===== config.mk =====
export PLATFORM = sky130hd
export DESIGN_NAME = flash_config_protection_regs
export DESIGN_NICKNAME = d
export VERILOG_FILES = /design/src/flash_prot_pkg.sv /design/src/flash_range_check.sv /design/src/flash_config_protection_regs.sv
export SDC_FILE = /design/constraint.sdc
export NUM_CORES = 1
export LEC_CHECK = 0
export BUFFER_PORTS_ARGS = -buffer_cell sky130_fd_sc_hd__buf_2
export CAP_MARGIN = 20
export CORE_MARGIN = 4
export CORE_UTILIZATION = 43
export DETAILED_ROUTE_END_ITERATION = 8
export PLACE_DENSITY = 0.85
export SYNTH_ARGS = -nofsm -noshare
export SYNTH_HDL_FRONTEND = slang
export SYNTH_SLANG_ARGS = --single-unit

===== constraint.sdc =====
create_clock -name clk -period 5.3 [get_ports clk]
set_input_delay 0.795 -clock clk [delete_from_list [all_inputs] [get_ports clk]]
set_output_delay 0.795 -clock clk [all_outputs]
set_load 0.02 [all_outputs]

===== src/flash_prot_pkg.sv =====
// flash_prot_pkg: constants and carrier types for the flash configuration
// and range protection registers; assumes a 16-bit flash address map.
//
// How it works
// - config bits 7..5 writable, others read zero
// - key access writable only with backdoor enabled
// - buffer empty enable gates buffer empty interrupt
// - complete enable gates completion interrupt
// - key access reroutes array writes, invalidates reads
// - polarity bit only clears, never sets
// - lower size frozen once lower disable cleared
// - upper size frozen once upper disable cleared
// - protection byte loaded from array after reset
// - protected program or erase refused, violation flagged
// - mass erase needs all protection disabled
// - polarity swaps meaning of range disable bits
// - upper disable bit five enables upper range
// - lower disable bit two enables lower range
// - disallowed scenario write ignored in full
// - upper range 2/4/8/16 KB ending at top
// - lower range 1/2/4/8 KB from 0x4000
package flash_prot_pkg;

    // ========================================================
    // register map (printed offsets are word indices)
    localparam logic [7:0]  CONFIG_INDEX   = 8'h03;
    localparam logic [7:0]  PROTECT_INDEX  = 8'h04;
    localparam logic [7:0]  CONFIG_ADDR    = 8'(CONFIG_INDEX * 4);
    localparam logic [7:0]  PROTECT_ADDR   = 8'(PROTECT_INDEX * 4);

    // ========================================================
    // configuration register fields
    localparam int          BUF_EMPTY_IRQ_EN_BIT = 7;
    localparam int          COMPLETE_IRQ_EN_BIT  = 6;
    localparam int          KEY_ACCESS_EN_BIT    = 5;
    localparam logic [7:0]  CONFIG_RESET         = 8'h00;
    localparam logic [1:0]  BACKDOOR_ENABLED     = 2'b10;

    // ========================================================
    // protection register fields
    localparam int          POLARITY_BIT      = 7;
    localparam int          SPARE_NV_BIT      = 6;
    localparam int          UPPER_DISABLE_BIT = 5;
    localparam int          UPPER_SIZE_HI     = 4;
    localparam int          UPPER_SIZE_LO     = 3;
    localparam int          LOWER_DISABLE_BIT = 2;
    localparam int          LOWER_SIZE_HI     = 1;
    localparam int          LOWER_SIZE_LO     = 0;
    localparam logic [7:0]  PROTECT_RESET     = 8'hff;

    // ========================================================
    // address ranges
    localparam logic [16:0] ARRAY_TOP_END     = 17'h1_0000;
    localparam logic [16:0] UPPER_BASE_SIZE   = 17'h0_0800;
    localparam logic [16:0] LOWER_START       = 17'h0_4000;
    localparam logic [16:0] LOWER_BASE_SIZE   = 17'h0_0400;

    // ========================================================
    // carrier types
    typedef struct packed {
        logic        polarity;
        logic        spareNv;
        logic        upperDisable;
        logic [1:0]  upperSize;
        logic        lowerDisable;
        logic [1:0]  lowerSize;
    } protect_reg_type;

    typedef struct packed {
        logic        valid;
        logic        massErase;
        logic [15:0] addr;
    } cmd_request_type;

    typedef struct packed {
        logic        accept;
        logic        violation;
    } cmd_result_type;

    typedef enum logic [0:0] {
        LOAD_PROTECT = 1'b0,
        RUNNING      = 1'b1
    } ctrl_state_type;

endpackage


===== src/flash_range_check.sv =====
// flash_range_check: decides whether one flash address is protected
// under a given protection register value; purely combinational and
// assumes a 16-bit address space with the array top at 0xffff.
`timescale 1ns/1ps

module flash_range_check
(
    // protection setting
    input  wire flash_prot_pkg::protect_reg_type protect,
    // address under test
    input  wire logic [15:0]                     addr,
    // verdict
    output logic                                 isProtected
);

    logic [16:0] upperStart;
    logic [16:0] lowerEnd;
    logic [16:0] addrWide;
    logic        inUpper;
    logic        inLower;

    // ========================================================
    // range bounds from the size codes
    assign upperStart = flash_prot_pkg::ARRAY_TOP_END
                      - (flash_prot_pkg::UPPER_BASE_SIZE << protect.upperSize);
    assign lowerEnd   = flash_prot_pkg::LOWER_START
                      + (flash_prot_pkg::LOWER_BASE_SIZE << protect.lowerSize);
    assign addrWide   = {1'b0, addr};

    // a range only counts while its disable bit is clear
    assign inUpper = !protect.upperDisable && (addrWide >= upperStart);
    assign inLower = !protect.lowerDisable
                   && (addrWide >= flash_prot_pkg::LOWER_START)
                   && (addrWide < lowerEnd);

    // polarity set: ranges are protected; clear: ranges are the only holes
    assign isProtected = protect.polarity ? (inUpper || inLower)
                                          : !(inUpper || inLower);

endmodule // flash_range_check


===== src/flash_config_protection_regs.sv =====
// flash_config_protection_regs: configuration and range protection
// registers of the flash module behind an APB slave, plus the checks
// that gate program, erase and array access on them.
// assumes all non-bus inputs come from logic on clk, and that the
// stored protection byte is valid as soon as reset is released.
//
// Added by the designer: the APB register port.
`timescale 1ns/1ps

module flash_config_protection_regs
(
    // clock and reset
    input  wire logic                            clk,
    input  wire logic                            rst_n,
    // apb slave
    input  wire logic                            psel,
    input  wire logic                            penable,
    input  wire logic                            pwrite,
    input  wire logic [7:0]                      paddr,
    input  wire logic [31:0]                     pwdata,
    output logic                                 pready,
    output logic [31:0]                          prdata,
    output logic                                 pslverr,
    // neighbouring flash state
    input  wire logic [1:0]                      backdoorEnableField,
    input  wire logic                            bufferEmptyFlag,
    input  wire logic                            allCompleteFlag,
    input  wire logic [7:0]                      storedProtectByte,
    // interrupt requests
    output logic                                 bufferEmptyIrq,
    output logic                                 completeIrq,
    // array access routing
    input  wire logic                            arrayWrite,
    output logic                                 keyWordWrite,
    output logic                                 cmdSequenceStart,
    output logic                                 readDataInvalid,
    // program and erase requests
    input  wire flash_prot_pkg::cmd_request_type cmdRequest,
    output flash_prot_pkg::cmd_result_type       cmdResult,
    // register values; configValue lags the register by one cycle
    output logic [7:0]                           configValue,
    output flash_prot_pkg::protect_reg_type      protectValue
);

    // ========================================================
    // internal state
    flash_prot_pkg::ctrl_state_type  state;
    flash_prot_pkg::protect_reg_type protect;
    flash_prot_pkg::protect_reg_type next_protect;
    flash_prot_pkg::protect_reg_type writeProtect;
    logic                            bufferEmptyIrqEn;
    logic                            completeIrqEn;
    logic                            keyAccessEn;
    logic [7:0]                      configRead;
    logic                            setupPhase;
    logic                            writeStrobe;
    logic                            addrHitConfig;
    logic                            addrHitProtect;
    logic                            addrMapped;
    logic                            scenarioLegal;
    logic                            cmdProtected;
    logic                            massEraseAllowed;

    // ========================================================
    // bus decode
    assign setupPhase     = psel && !penable && (state == flash_prot_pkg::RUNNING);
    assign writeStrobe    = psel && penable && pready && pwrite;
    assign addrHitConfig  = (paddr == flash_prot_pkg::CONFIG_ADDR);
    assign addrHitProtect = (paddr == flash_prot_pkg::PROTECT_ADDR);
    assign addrMapped     = addrHitConfig || addrHitProtect;

    // read view of the configuration register, unused bits read zero
    always_comb
    begin
        configRead = 8'h00;
        configRead[flash_prot_pkg::BUF_EMPTY_IRQ_EN_BIT] = bufferEmptyIrqEn;
        configRead[flash_prot_pkg::COMPLETE_IRQ_EN_BIT]  = completeIrqEn;
        configRead[flash_prot_pkg::KEY_ACCESS_EN_BIT]    = keyAccessEn;
    end

    // ========================================================
    // reset load sequence: one cycle to fetch the protection byte
    always_ff @(posedge clk)
    begin
        if (!rst_n)
            state <= flash_prot_pkg::LOAD_PROTECT;
        else
            state <= flash_prot_pkg::RUNNING;
    end

    // ========================================================
    // apb answer: zero wait states, ready in the first access cycle
    // bus is held off during the load so software never sees a stale value
    always_ff @(posedge clk)
    begin
        if (!rst_n)
        begin
            pready  <= 1'b0;
            prdata  <= 32'h0000_0000;
            pslverr <= 1'b0;
        end
        else
        begin
            pready  <= setupPhase;
            pslverr <= setupPhase && !addrMapped;
            if (setupPhase && !pwrite && addrHitConfig)
                prdata <= {24'h00_0000, configRead};
            else if (setupPhase && !pwrite && addrHitProtect)
                prdata <= {24'h00_0000, protect};
            else
                prdata <= 32'h0000_0000;
        end
    end

    // ========================================================
    // configuration register
    always_ff @(posedge clk)
    begin
        if (!rst_n)
        begin
            bufferEmptyIrqEn <= flash_prot_pkg::CONFIG_RESET[7];
            completeIrqEn    <= flash_prot_pkg::CONFIG_RESET[6];
            keyAccessEn      <= flash_prot_pkg::CONFIG_RESET[5];
        end
        else if (writeStrobe && addrHitConfig)
        begin
            bufferEmptyIrqEn <= pwdata[flash_prot_pkg::BUF_EMPTY_IRQ_EN_BIT];
            completeIrqEn    <= pwdata[flash_prot_pkg::COMPLETE_IRQ_EN_BIT];
            // key access is locked unless the backdoor is enabled
            if (backdoorEnableField == flash_prot_pkg::BACKDOOR_ENABLED)
                keyAccessEn <= pwdata[flash_prot_pkg::KEY_ACCESS_EN_BIT];
        end
    end

    // ========================================================
    // protection write candidate: per-field write locks
    always_comb
    begin
        writeProtect = protect;
        // polarity may only fall; a set attempt keeps the old value
        writeProtect.polarity = protect.polarity
                              && pwdata[flash_prot_pkg::POLARITY_BIT];
        writeProtect.upperDisable = pwdata[flash_prot_pkg::UPPER_DISABLE_BIT];
        writeProtect.lowerDisable = pwdata[flash_prot_pkg::LOWER_DISABLE_BIT];
        if (protect.upperDisable)
            writeProtect.upperSize =
                pwdata[flash_prot_pkg::UPPER_SIZE_HI:flash_prot_pkg::UPPER_SIZE_LO];
        if (protect.lowerDisable)
            writeProtect.lowerSize =
                pwdata[flash_prot_pkg::LOWER_SIZE_HI:flash_prot_pkg::LOWER_SIZE_LO];
    end

    // scenario check: protection may only grow, never shrink
    always_comb
    begin
        if (protect.polarity && writeProtect.polarity)
            // protected ranges: a disable bit may only fall, never rise
            scenarioLegal = (!writeProtect.upperDisable || protect.upperDisable)
                         && (!writeProtect.lowerDisable || protect.lowerDisable);
        else if (!protect.polarity)
            // unprotected holes: a disable bit may only rise
            scenarioLegal = (writeProtect.upperDisable >= protect.upperDisable)
                         && (writeProtect.lowerDisable >= protect.lowerDisable);
        else
            // polarity falling: a new hole may not open over a protected range
            scenarioLegal = (writeProtect.upperDisable || protect.upperDisable)
                         && (writeProtect.lowerDisable || protect.lowerDisable);
    end

    // ========================================================
    // protection register: loaded from the array, then guarded writes
    always_comb
    begin
        next_protect = protect;
        if (state == flash_prot_pkg::LOAD_PROTECT)
            next_protect = storedProtectByte;
        else if (writeStrobe && addrHitProtect && scenarioLegal)
            next_protect = writeProtect;
    end

    // reset holds the fully open value until the load cycle replaces it
    always_ff @(posedge clk)
    begin
        if (!rst_n)
            protect <= flash_prot_pkg::PROTECT_RESET;
        else
            protect <= next_protect;
    end

    // ========================================================
    // interrupt requests follow enable and flag with one cycle of delay
    always_ff @(posedge clk)
    begin
        if (!rst_n)
        begin
            bufferEmptyIrq <= 1'b0;
            completeIrq    <= 1'b0;
        end
        else
        begin
            bufferEmptyIrq <= bufferEmptyIrqEn && bufferEmptyFlag;
            completeIrq    <= completeIrqEn && allCompleteFlag;
        end
    end

    // ========================================================
    // array access routing by key access mode
    always_ff @(posedge clk)
    begin
        if (!rst_n)
        begin
            keyWordWrite     <= 1'b0;
            cmdSequenceStart <= 1'b0;
            readDataInvalid  <= 1'b0;
        end
        else
        begin
            keyWordWrite     <= arrayWrite && keyAccessEn;
            cmdSequenceStart <= arrayWrite && !keyAccessEn;
            readDataInvalid  <= keyAccessEn;
        end
    end

    // ========================================================
    // program and erase gating
    flash_range_check u_range_check
    (
        .protect     (protect),
        .addr        (cmdRequest.addr),
        .isProtected (cmdProtected)
    );

    assign massEraseAllowed = protect.polarity && protect.upperDisable
                            && protect.lowerDisable;

    // one result pulse per request; the status flag itself lives elsewhere
    always_ff @(posedge clk)
    begin
        if (!rst_n)
            cmdResult <= '0;
        else if (!cmdRequest.valid || state != flash_prot_pkg::RUNNING)
            cmdResult <= '0;
        else if (cmdRequest.massErase)
        begin
            cmdResult.accept    <= massEraseAllowed;
            cmdResult.violation <= !massEraseAllowed;
        end
        else
        begin
            cmdResult.accept    <= !cmdProtected;
            cmdResult.violation <= cmdProtected;
        end
    end

    // ========================================================
    // register values for the rest of the flash module
    always_ff @(posedge clk)
    begin
        if (!rst_n)
        begin
            configValue  <= flash_prot_pkg::CONFIG_RESET;
            protectValue <= flash_prot_pkg::PROTECT_RESET;
        end
        else
        begin
            configValue  <= configRead;
            protectValue <= next_protect;
        end
    end

endmodule // flash_config_protection_regs


==> results.yml, run 1 <==
route:
  dr_total_vias: 1596
  drc_errors: 0
  drt-total-wl_mm: 4.08
  viasPerCell: 4.93
  wl_per_cell_um: 12.6
  ant_nets: 0
  drt_iter0_markers: 54
  drtPass1Iterations: 4
synthesis:
  synth_edf_count: 0
  yosysUniqueCellTypes: 46
  synth_top_cell_area_share_pct: 35.1
  synthTopCellsByCount: "dfxtp_1 (31), buf_4 (30), nand2_1 (15)"
  synth_most_common_cell: "dfxtp_1"
  syn_inst: 194
  ys_ff_latch: 31
  ys_seq_area_share_pct: 35.1
  synth-async-reset-ratio_pct: 0
  synth_area_leaders: "dfxtp_1 (35%), buf_4 (13%), ha_1 (6.4%)"
  ys_warn_count: 0
  synth.cell_area_mm2: 0.00177
  synth-main-ff-cell: "dfxtp_1"
  avgSynthCellArea_um2: 9.12
  synth_area_leader_cell: "dfxtp_1"
clocking:
  htreeDepth: 2
  cts-buffers-inserted: 5
  cts_tree: "yes"
  clock_latency_ns: 0.28
  ctsHoldBuffers: 0
  clkTransAtPathRegs_ns: 0.07
  post_cts_resize_count: 0
  cts.path.max_buffers: 2
  clock_sinks: 31
  cts_setup_buffers: 0
  cts.root.buffer_cell: "clkbuf_8"
timing:
  hold_ws_ns: 0.472
  max_freq_ghz: 0.410
  worst_slew_pin_slew_ns: 0.509
  setup_viol: 0
  drv_slew: 0
  tns_ns: 0
  min_period_over_period_pct: 46.0
  relSlewSlack_pct: 65.6
  rsz0062_at_grt: "false"
  post-route-min-period_ns: 2.44
  setup_ws_ns: 2.86
  worst_clock_skew_ns: 0.00785
  hold_viol_final: 0
hold_path:
  min-delay-path-class: "flip-flop to flip-flop"
  holdPathStages: 1
finish:
  final_cell_area_mm2: 0.00220
  fin_util_pct: 54.9
  stdcell_count: 324
  syn_to_final_growth_pct: 24.1
  multiInputGateArea_um2: 981
  regArea_um2: 621
  layout.nets: 358
  drive_gt1_share_pct: 35.0
  fillers: 394
  antennaDiodeCount: 0
setup_path:
  end_kind: "flip-flop"
  crit_fanout: 13
  ff2ff_path_depth: 7
  critPathSlowestCell: "or4_4"
  crit_chain: "buf_2 -> or4_4 -> nor3_1 -> and4b_1 -> a21boi_1 -> o32a_1"
  crit_type: "primary input to flip-flop"
  cpPeakStageDelay_ns: 0.54
  worstPathRequired_ns: 5.46
  worstPathArrival_ns: 2.60
  critPathLaunchType: "primary input"
floorplanning:
  die_y_um: 72.1
  core_area_mm2: 0.00400
  num_rows: 23
  ios: 133
  dieArea_mm2: 0.00520
  start_util_pct: 44.2
  die_w_um: 72.1
pwr:
  ir_worst_vdd_v: 0.000124
  power_density_mw_per_mm2: 261
  total_power_mw: 0.574
  p_leak_nw: 1.15
global_route:
  grt_overflow_total: 0
  grt_pass1_vias: 1453
  antenna_found_initial: 0
  grt_first_pass_wirelength_mm: 6.31
  grt_max_degree: 24
  grt.total_usage_pct: 15.3
place:
  place_congestion: 0.765
  dpl_cell_area_mm2: 0.00208
  io_buffers: 79
  pre_cts_ws_ns: 2.60
  dp_cells: 316
  hpwl_mm: 3.30
run_status:
  status: "finished clean"
flow_run:
  maxCapViolations: 0
==> where the power goes <==
part | internal (mW) | switching, mW | total, mW | leakage [nW]
Combinational | 0.0369 | 0.0536 | 0.0904 | 0.839
Sequential | 0.239 | 0.00919 | 0.248 | 0.253
Clock | 0.152 | 0.0838 | 0.236 | 0.0612
Total | 0.427 | 0.147 | 0.574 | 1.15
==> registers in the layout, indices dropped and copies added (netlist names) <==
register          count
bufferEmptyIrq        1
bufferEmptyIrqEn      1
cmdResult             2
cmdSequenceStart      1
completeIrq           1
completeIrqEn         1
configValue           3
keyAccessEn           1
keyWordWrite          1
prdata                8
pready                1
protectValue          8
pslverr               1
state                 1
==> critical path, delay by kind of cell <==
family,cells,cell delay [ns]
AND/OR/NAND/NOR,3,1.24
AO/OA/AOI/OAI,2,0.46
buffers and inverters,1,0.10
==> logic make-up (layout without fill, tap and decap cells) <==
family          after synthesis  in the layout  share of synthesized area, %
compound gates               32             32                          12.7
fa+ha+maj                     9              9                          6.37
buf+inv                      42             92                          15.8
flops                        31             31                          35.1
mux                           5              5                          2.83
other cells                   1             31                         0.212
simple gates                 74             74                          27.0
==> worst paths after layout <==
check,startpoint,slack (ns),endpoint
worst max-delay path,paddr[0],2.86,protectValue[4]
worst min-delay path,keyAccessEn,0.47,cmdSequenceStart
worst max register to register,protectValue[0],3.26,cmdResult[1]
worst min register to register,keyAccessEn,0.47,cmdSequenceStart
==> per-layer routing <==
layer | GRT usage (%) | wire [um]
met2 | 27.2 | 1990
met5 | 0 | 0
met3 | 3.46 | 470
met4 | 4.59 | 27
met1 | 18.2 | 1590
==> area by class of cell <==
| cell class | count | area share, % |
|---|---|---|
| Clock inverter | 2 | 1.60 |
| Inverter | 5 | 0.855 |
| Tap cell | 50 | 2.85 |
| Clock buffer | 6 | 3.76 |
| Timing Repair Buffer | 79 | 18.0 |
| Sequential cell | 31 | 28.3 |
| Multi-Input combinational cell | 151 | 44.7 |
==> cells in the final DEF (no fill, tap or decap), types with 3 or more instances in the layout <==
master / synthesis / layout
buf_2: 2 / 79
conb_1: 1 / 31
dfxtp_1: 31 / 31
nand2_1: 15 / 15
ha_1: 9 / 9
nand2b_1: 7 / 7
and3_1: 7 / 7
and2_1: 6 / 6
nor2b_1: 6 / 6
clkbuf_8: 0 / 6
inv_1: 5 / 5
nor2_1: 5 / 5
mux2i_1: 5 / 5
a21oi_1: 4 / 4
and4b_1: 4 / 4
a21boi_1: 4 / 4
o32a_1: 4 / 4
o21ai_0: 4 / 4
nand3_1: 3 / 3
o21ai_1: 3 / 3
nor4bb_1: 3 / 3
Note: power is estimated with default switching activity, not from simulation.
==> inputs of run 2 (changes only) <==
- ABC_AREA: unset -> 1
- CORE_UTILIZATION: 43 -> 36
- PLACE_DENSITY: 0.85 -> 0.76
- clock period: 5.3 -> 2.2 ns (I/O delays scaled with it)
==> run 2 against run 1 <==
  * Setup slack worse by 2.3 ns
  * Clock power is 140% higher
  * Sequential share of layout area shrank 0.096 points
  * Critical endpoint is now cmdResult[0]
==> results.yml, run 2 <==
timing:
  setup_ws_ns: 0.521
  rsz0062_at_grt: "false"
  hold_ws_ns: 0.257
  setup_viol: 0
  post-route-min-period_ns: 1.68
  tns_ns: 0
  min_period_over_period_pct: 76.3
  max_freq_ghz: 0.596
  hold_viol_final: 0
  worst_clock_skew_ns: 0.00793
  drv_slew: 0
synthesis:
  synth_top_cell_area_share_pct: 35.6
  avgSynthCellArea_um2: 7.20
  synth-async-reset-ratio_pct: 0
  syn_inst: 242
  ys_ff_latch: 31
  ys_warn_count: 0
  synth_most_common_cell: "nand2_1"
  synth_area_leader_cell: "dfxtp_1"
  synth_edf_count: 0
  synth.cell_area_mm2: 0.00174
  synth_area_leaders: "dfxtp_1 (36%), buf_4 (13%), nand2_1 (12%)"
  ys_seq_area_share_pct: 35.6
  yosysUniqueCellTypes: 28
  synth-main-ff-cell: "dfxtp_1"
  synthTopCellsByCount: "nand2_1 (58), buf_4 (31), dfxtp_1 (31)"
setup_path:
  end_kind: "flip-flop"
  reg2reg_slack_ns: 0.52
  crit_top_cell: "nand2_1"
  worstPathArrival_ns: 1.89
  crit_fanout: 5
  worstPathRequired_ns: 2.41
  rr_startpoint: "protectValue[0]"
  crit_type: "flip-flop to flip-flop"
  critPathSlowestCell: "dfxtp_1"
  crit_path_end: "cmdResult[0]"
  crit_chain: "inv_1 -> nand2_1 -> ha_1 -> o21ai_0 -> a21oi_1 -> o21ai_0 -> nand2_1 -> nand2_1 -> nand3_1 -> a21oi_1"
  critPathLaunchType: "flip-flop"
  crit_start: "protectValue[0]"
  ff2ff_path_depth: 10
  cpPeakStageDelay_ns: 0.42
  reg2reg_to: "cmdResult[0]"
pwr:
  p_leak_nw: 1.25
  power_density_mw_per_mm2: 647
  total_power_mw: 1.42
  ir_worst_vdd_v: 0.000252
global_route:
  grt.total_usage_pct: 14.0
  antenna_found_initial: 0
  grt_first_pass_wirelength_mm: 6.69
  grt_overflow_total: 0
  grt_pass1_vias: 1558
  grt_max_degree: 18
finish:
  final_common_cell: "buf_2"
  layout.nets: 411
  drive_gt1_share_pct: 29.7
  largestRegisters: "prdata (8), protectValue (8), configValue (3)"
  final_cell_mix: "buf_2 (79), nand2_1 (58), conb_1 (31), dfxtp_1 (31), inv_1 (26)"
  final_cell_area_mm2: 0.00220
  fin_util_pct: 47.0
  syn_to_final_growth_pct: 26.4
  antennaDiodeCount: 0
  stdcell_count: 381
clocking:
  cts_setup_buffers: 0
  htreeDepth: 2
  cts.root.buffer_cell: "clkbuf_8"
  cts-buffers-inserted: 5
  clkTransAtPathRegs_ns: 0.06
  clock_latency_ns: 0.28
  post_cts_resize_count: 0
  cts.path.max_buffers: 2
  cts_tree: "yes"
  clock_sinks: 31
  ctsHoldBuffers: 0
route:
  drt-total-wl_mm: 4.22
  ant_nets: 0
  drt_iter0_markers: 101
  wl_per_cell_um: 11.1
  drc_errors: 0
  dr_total_vias: 1697
  viasPerCell: 4.45
  drtPass1Iterations: 4
hold_path:
  worst_hold_startpoint: "bufferEmptyFlag"
  min-delay-path-class: "primary input to flip-flop"
place:
  dpl_cell_area_mm2: 0.00209
  place_congestion: 0.809
  dp_cells: 373
  hpwl_mm: 3.51
  pre_cts_ws_ns: 0.571
  io_buffers: 79
floorplanning:
  start_util_pct: 37.1
  die_w_um: 77.6
  dieArea_mm2: 0.00602
  ios: 133
  die_y_um: 77.6
  core_area_mm2: 0.00469
  num_rows: 25
flow_run:
  maxCapViolations: 0
run_status:
  status: "finished clean"
==> run 2: changes by cell type in the layout (fill, tap and decap cells not counted), moves of 7 or more <==
cell,previous run,this run
nand2_1,15,58
nor2_1,5,23
inv_1,5,26
nand2b_1,7,0
nand3_1,3,21
and3_1,7,0
==> run 2: power breakdown <==
group	leakage [nW]	internal [mW]	switching (mW)	total [mW]
clock	0.0612	0.366	0.206	0.572
sequential	0.253	0.577	0.0151	0.593
combinational	0.939	0.0923	0.168	0.260
total	1.25	1.04	0.389	1.42
==> run 2: final cells by class <==
type / instances / area, um2
Fill cell: 479 / 2490
Multi-Input combinational cell: 179 / 886
Sequential cell: 31 / 621
Timing Repair Buffer: 80 / 403
Inverter: 29 / 109
Clock buffer: 6 / 82.6
Tap cell: 54 / 67.6
Clock inverter: 2 / 35.0
==> run 2: worst min path at each step <==
stage | end | slack [ns] | cells after the start
after floorplan | state | 0.36 | 0
after global placement | cmdSequenceStart | 0.44 | 1
after detailed placement | cmdSequenceStart | 0.44 | 1
after CTS | bufferEmptyIrq | 0.25 | 3
after global routing | bufferEmptyIrq | 0.25 | 3
final | bufferEmptyIrq | 0.26 | 3
==> run 2: routing by layer <==
metal  vias up  routed length, um  GRT usage, %
met5         -                  0             0
met4         0                 90          6.23
met3         9                357          4.64
met2        67               2110          24.3
met1       740               1670          15.3
li1        881                  -             -
==> run 2: kinds of logic after synthesis <==
kind of cell,after synthesis,share of synthesized area (%)
flip-flops,31,35.6
AND/OR/NAND/NOR,117,30.2
buffers and inverters,62,20.0
other,1,0.215
AO/OA/AOI/OAI,22,7.54
adder cells (fa/ha/maj),9,6.46
==> run 2: critical path, delay by kind of cell (launching register included) <==
family	cells	cell delay, ns
flops	1	0.42
simple gates	4	0.33
buf+inv	1	0.10
fa+ha+maj	1	0.21
compound gates	4	0.54
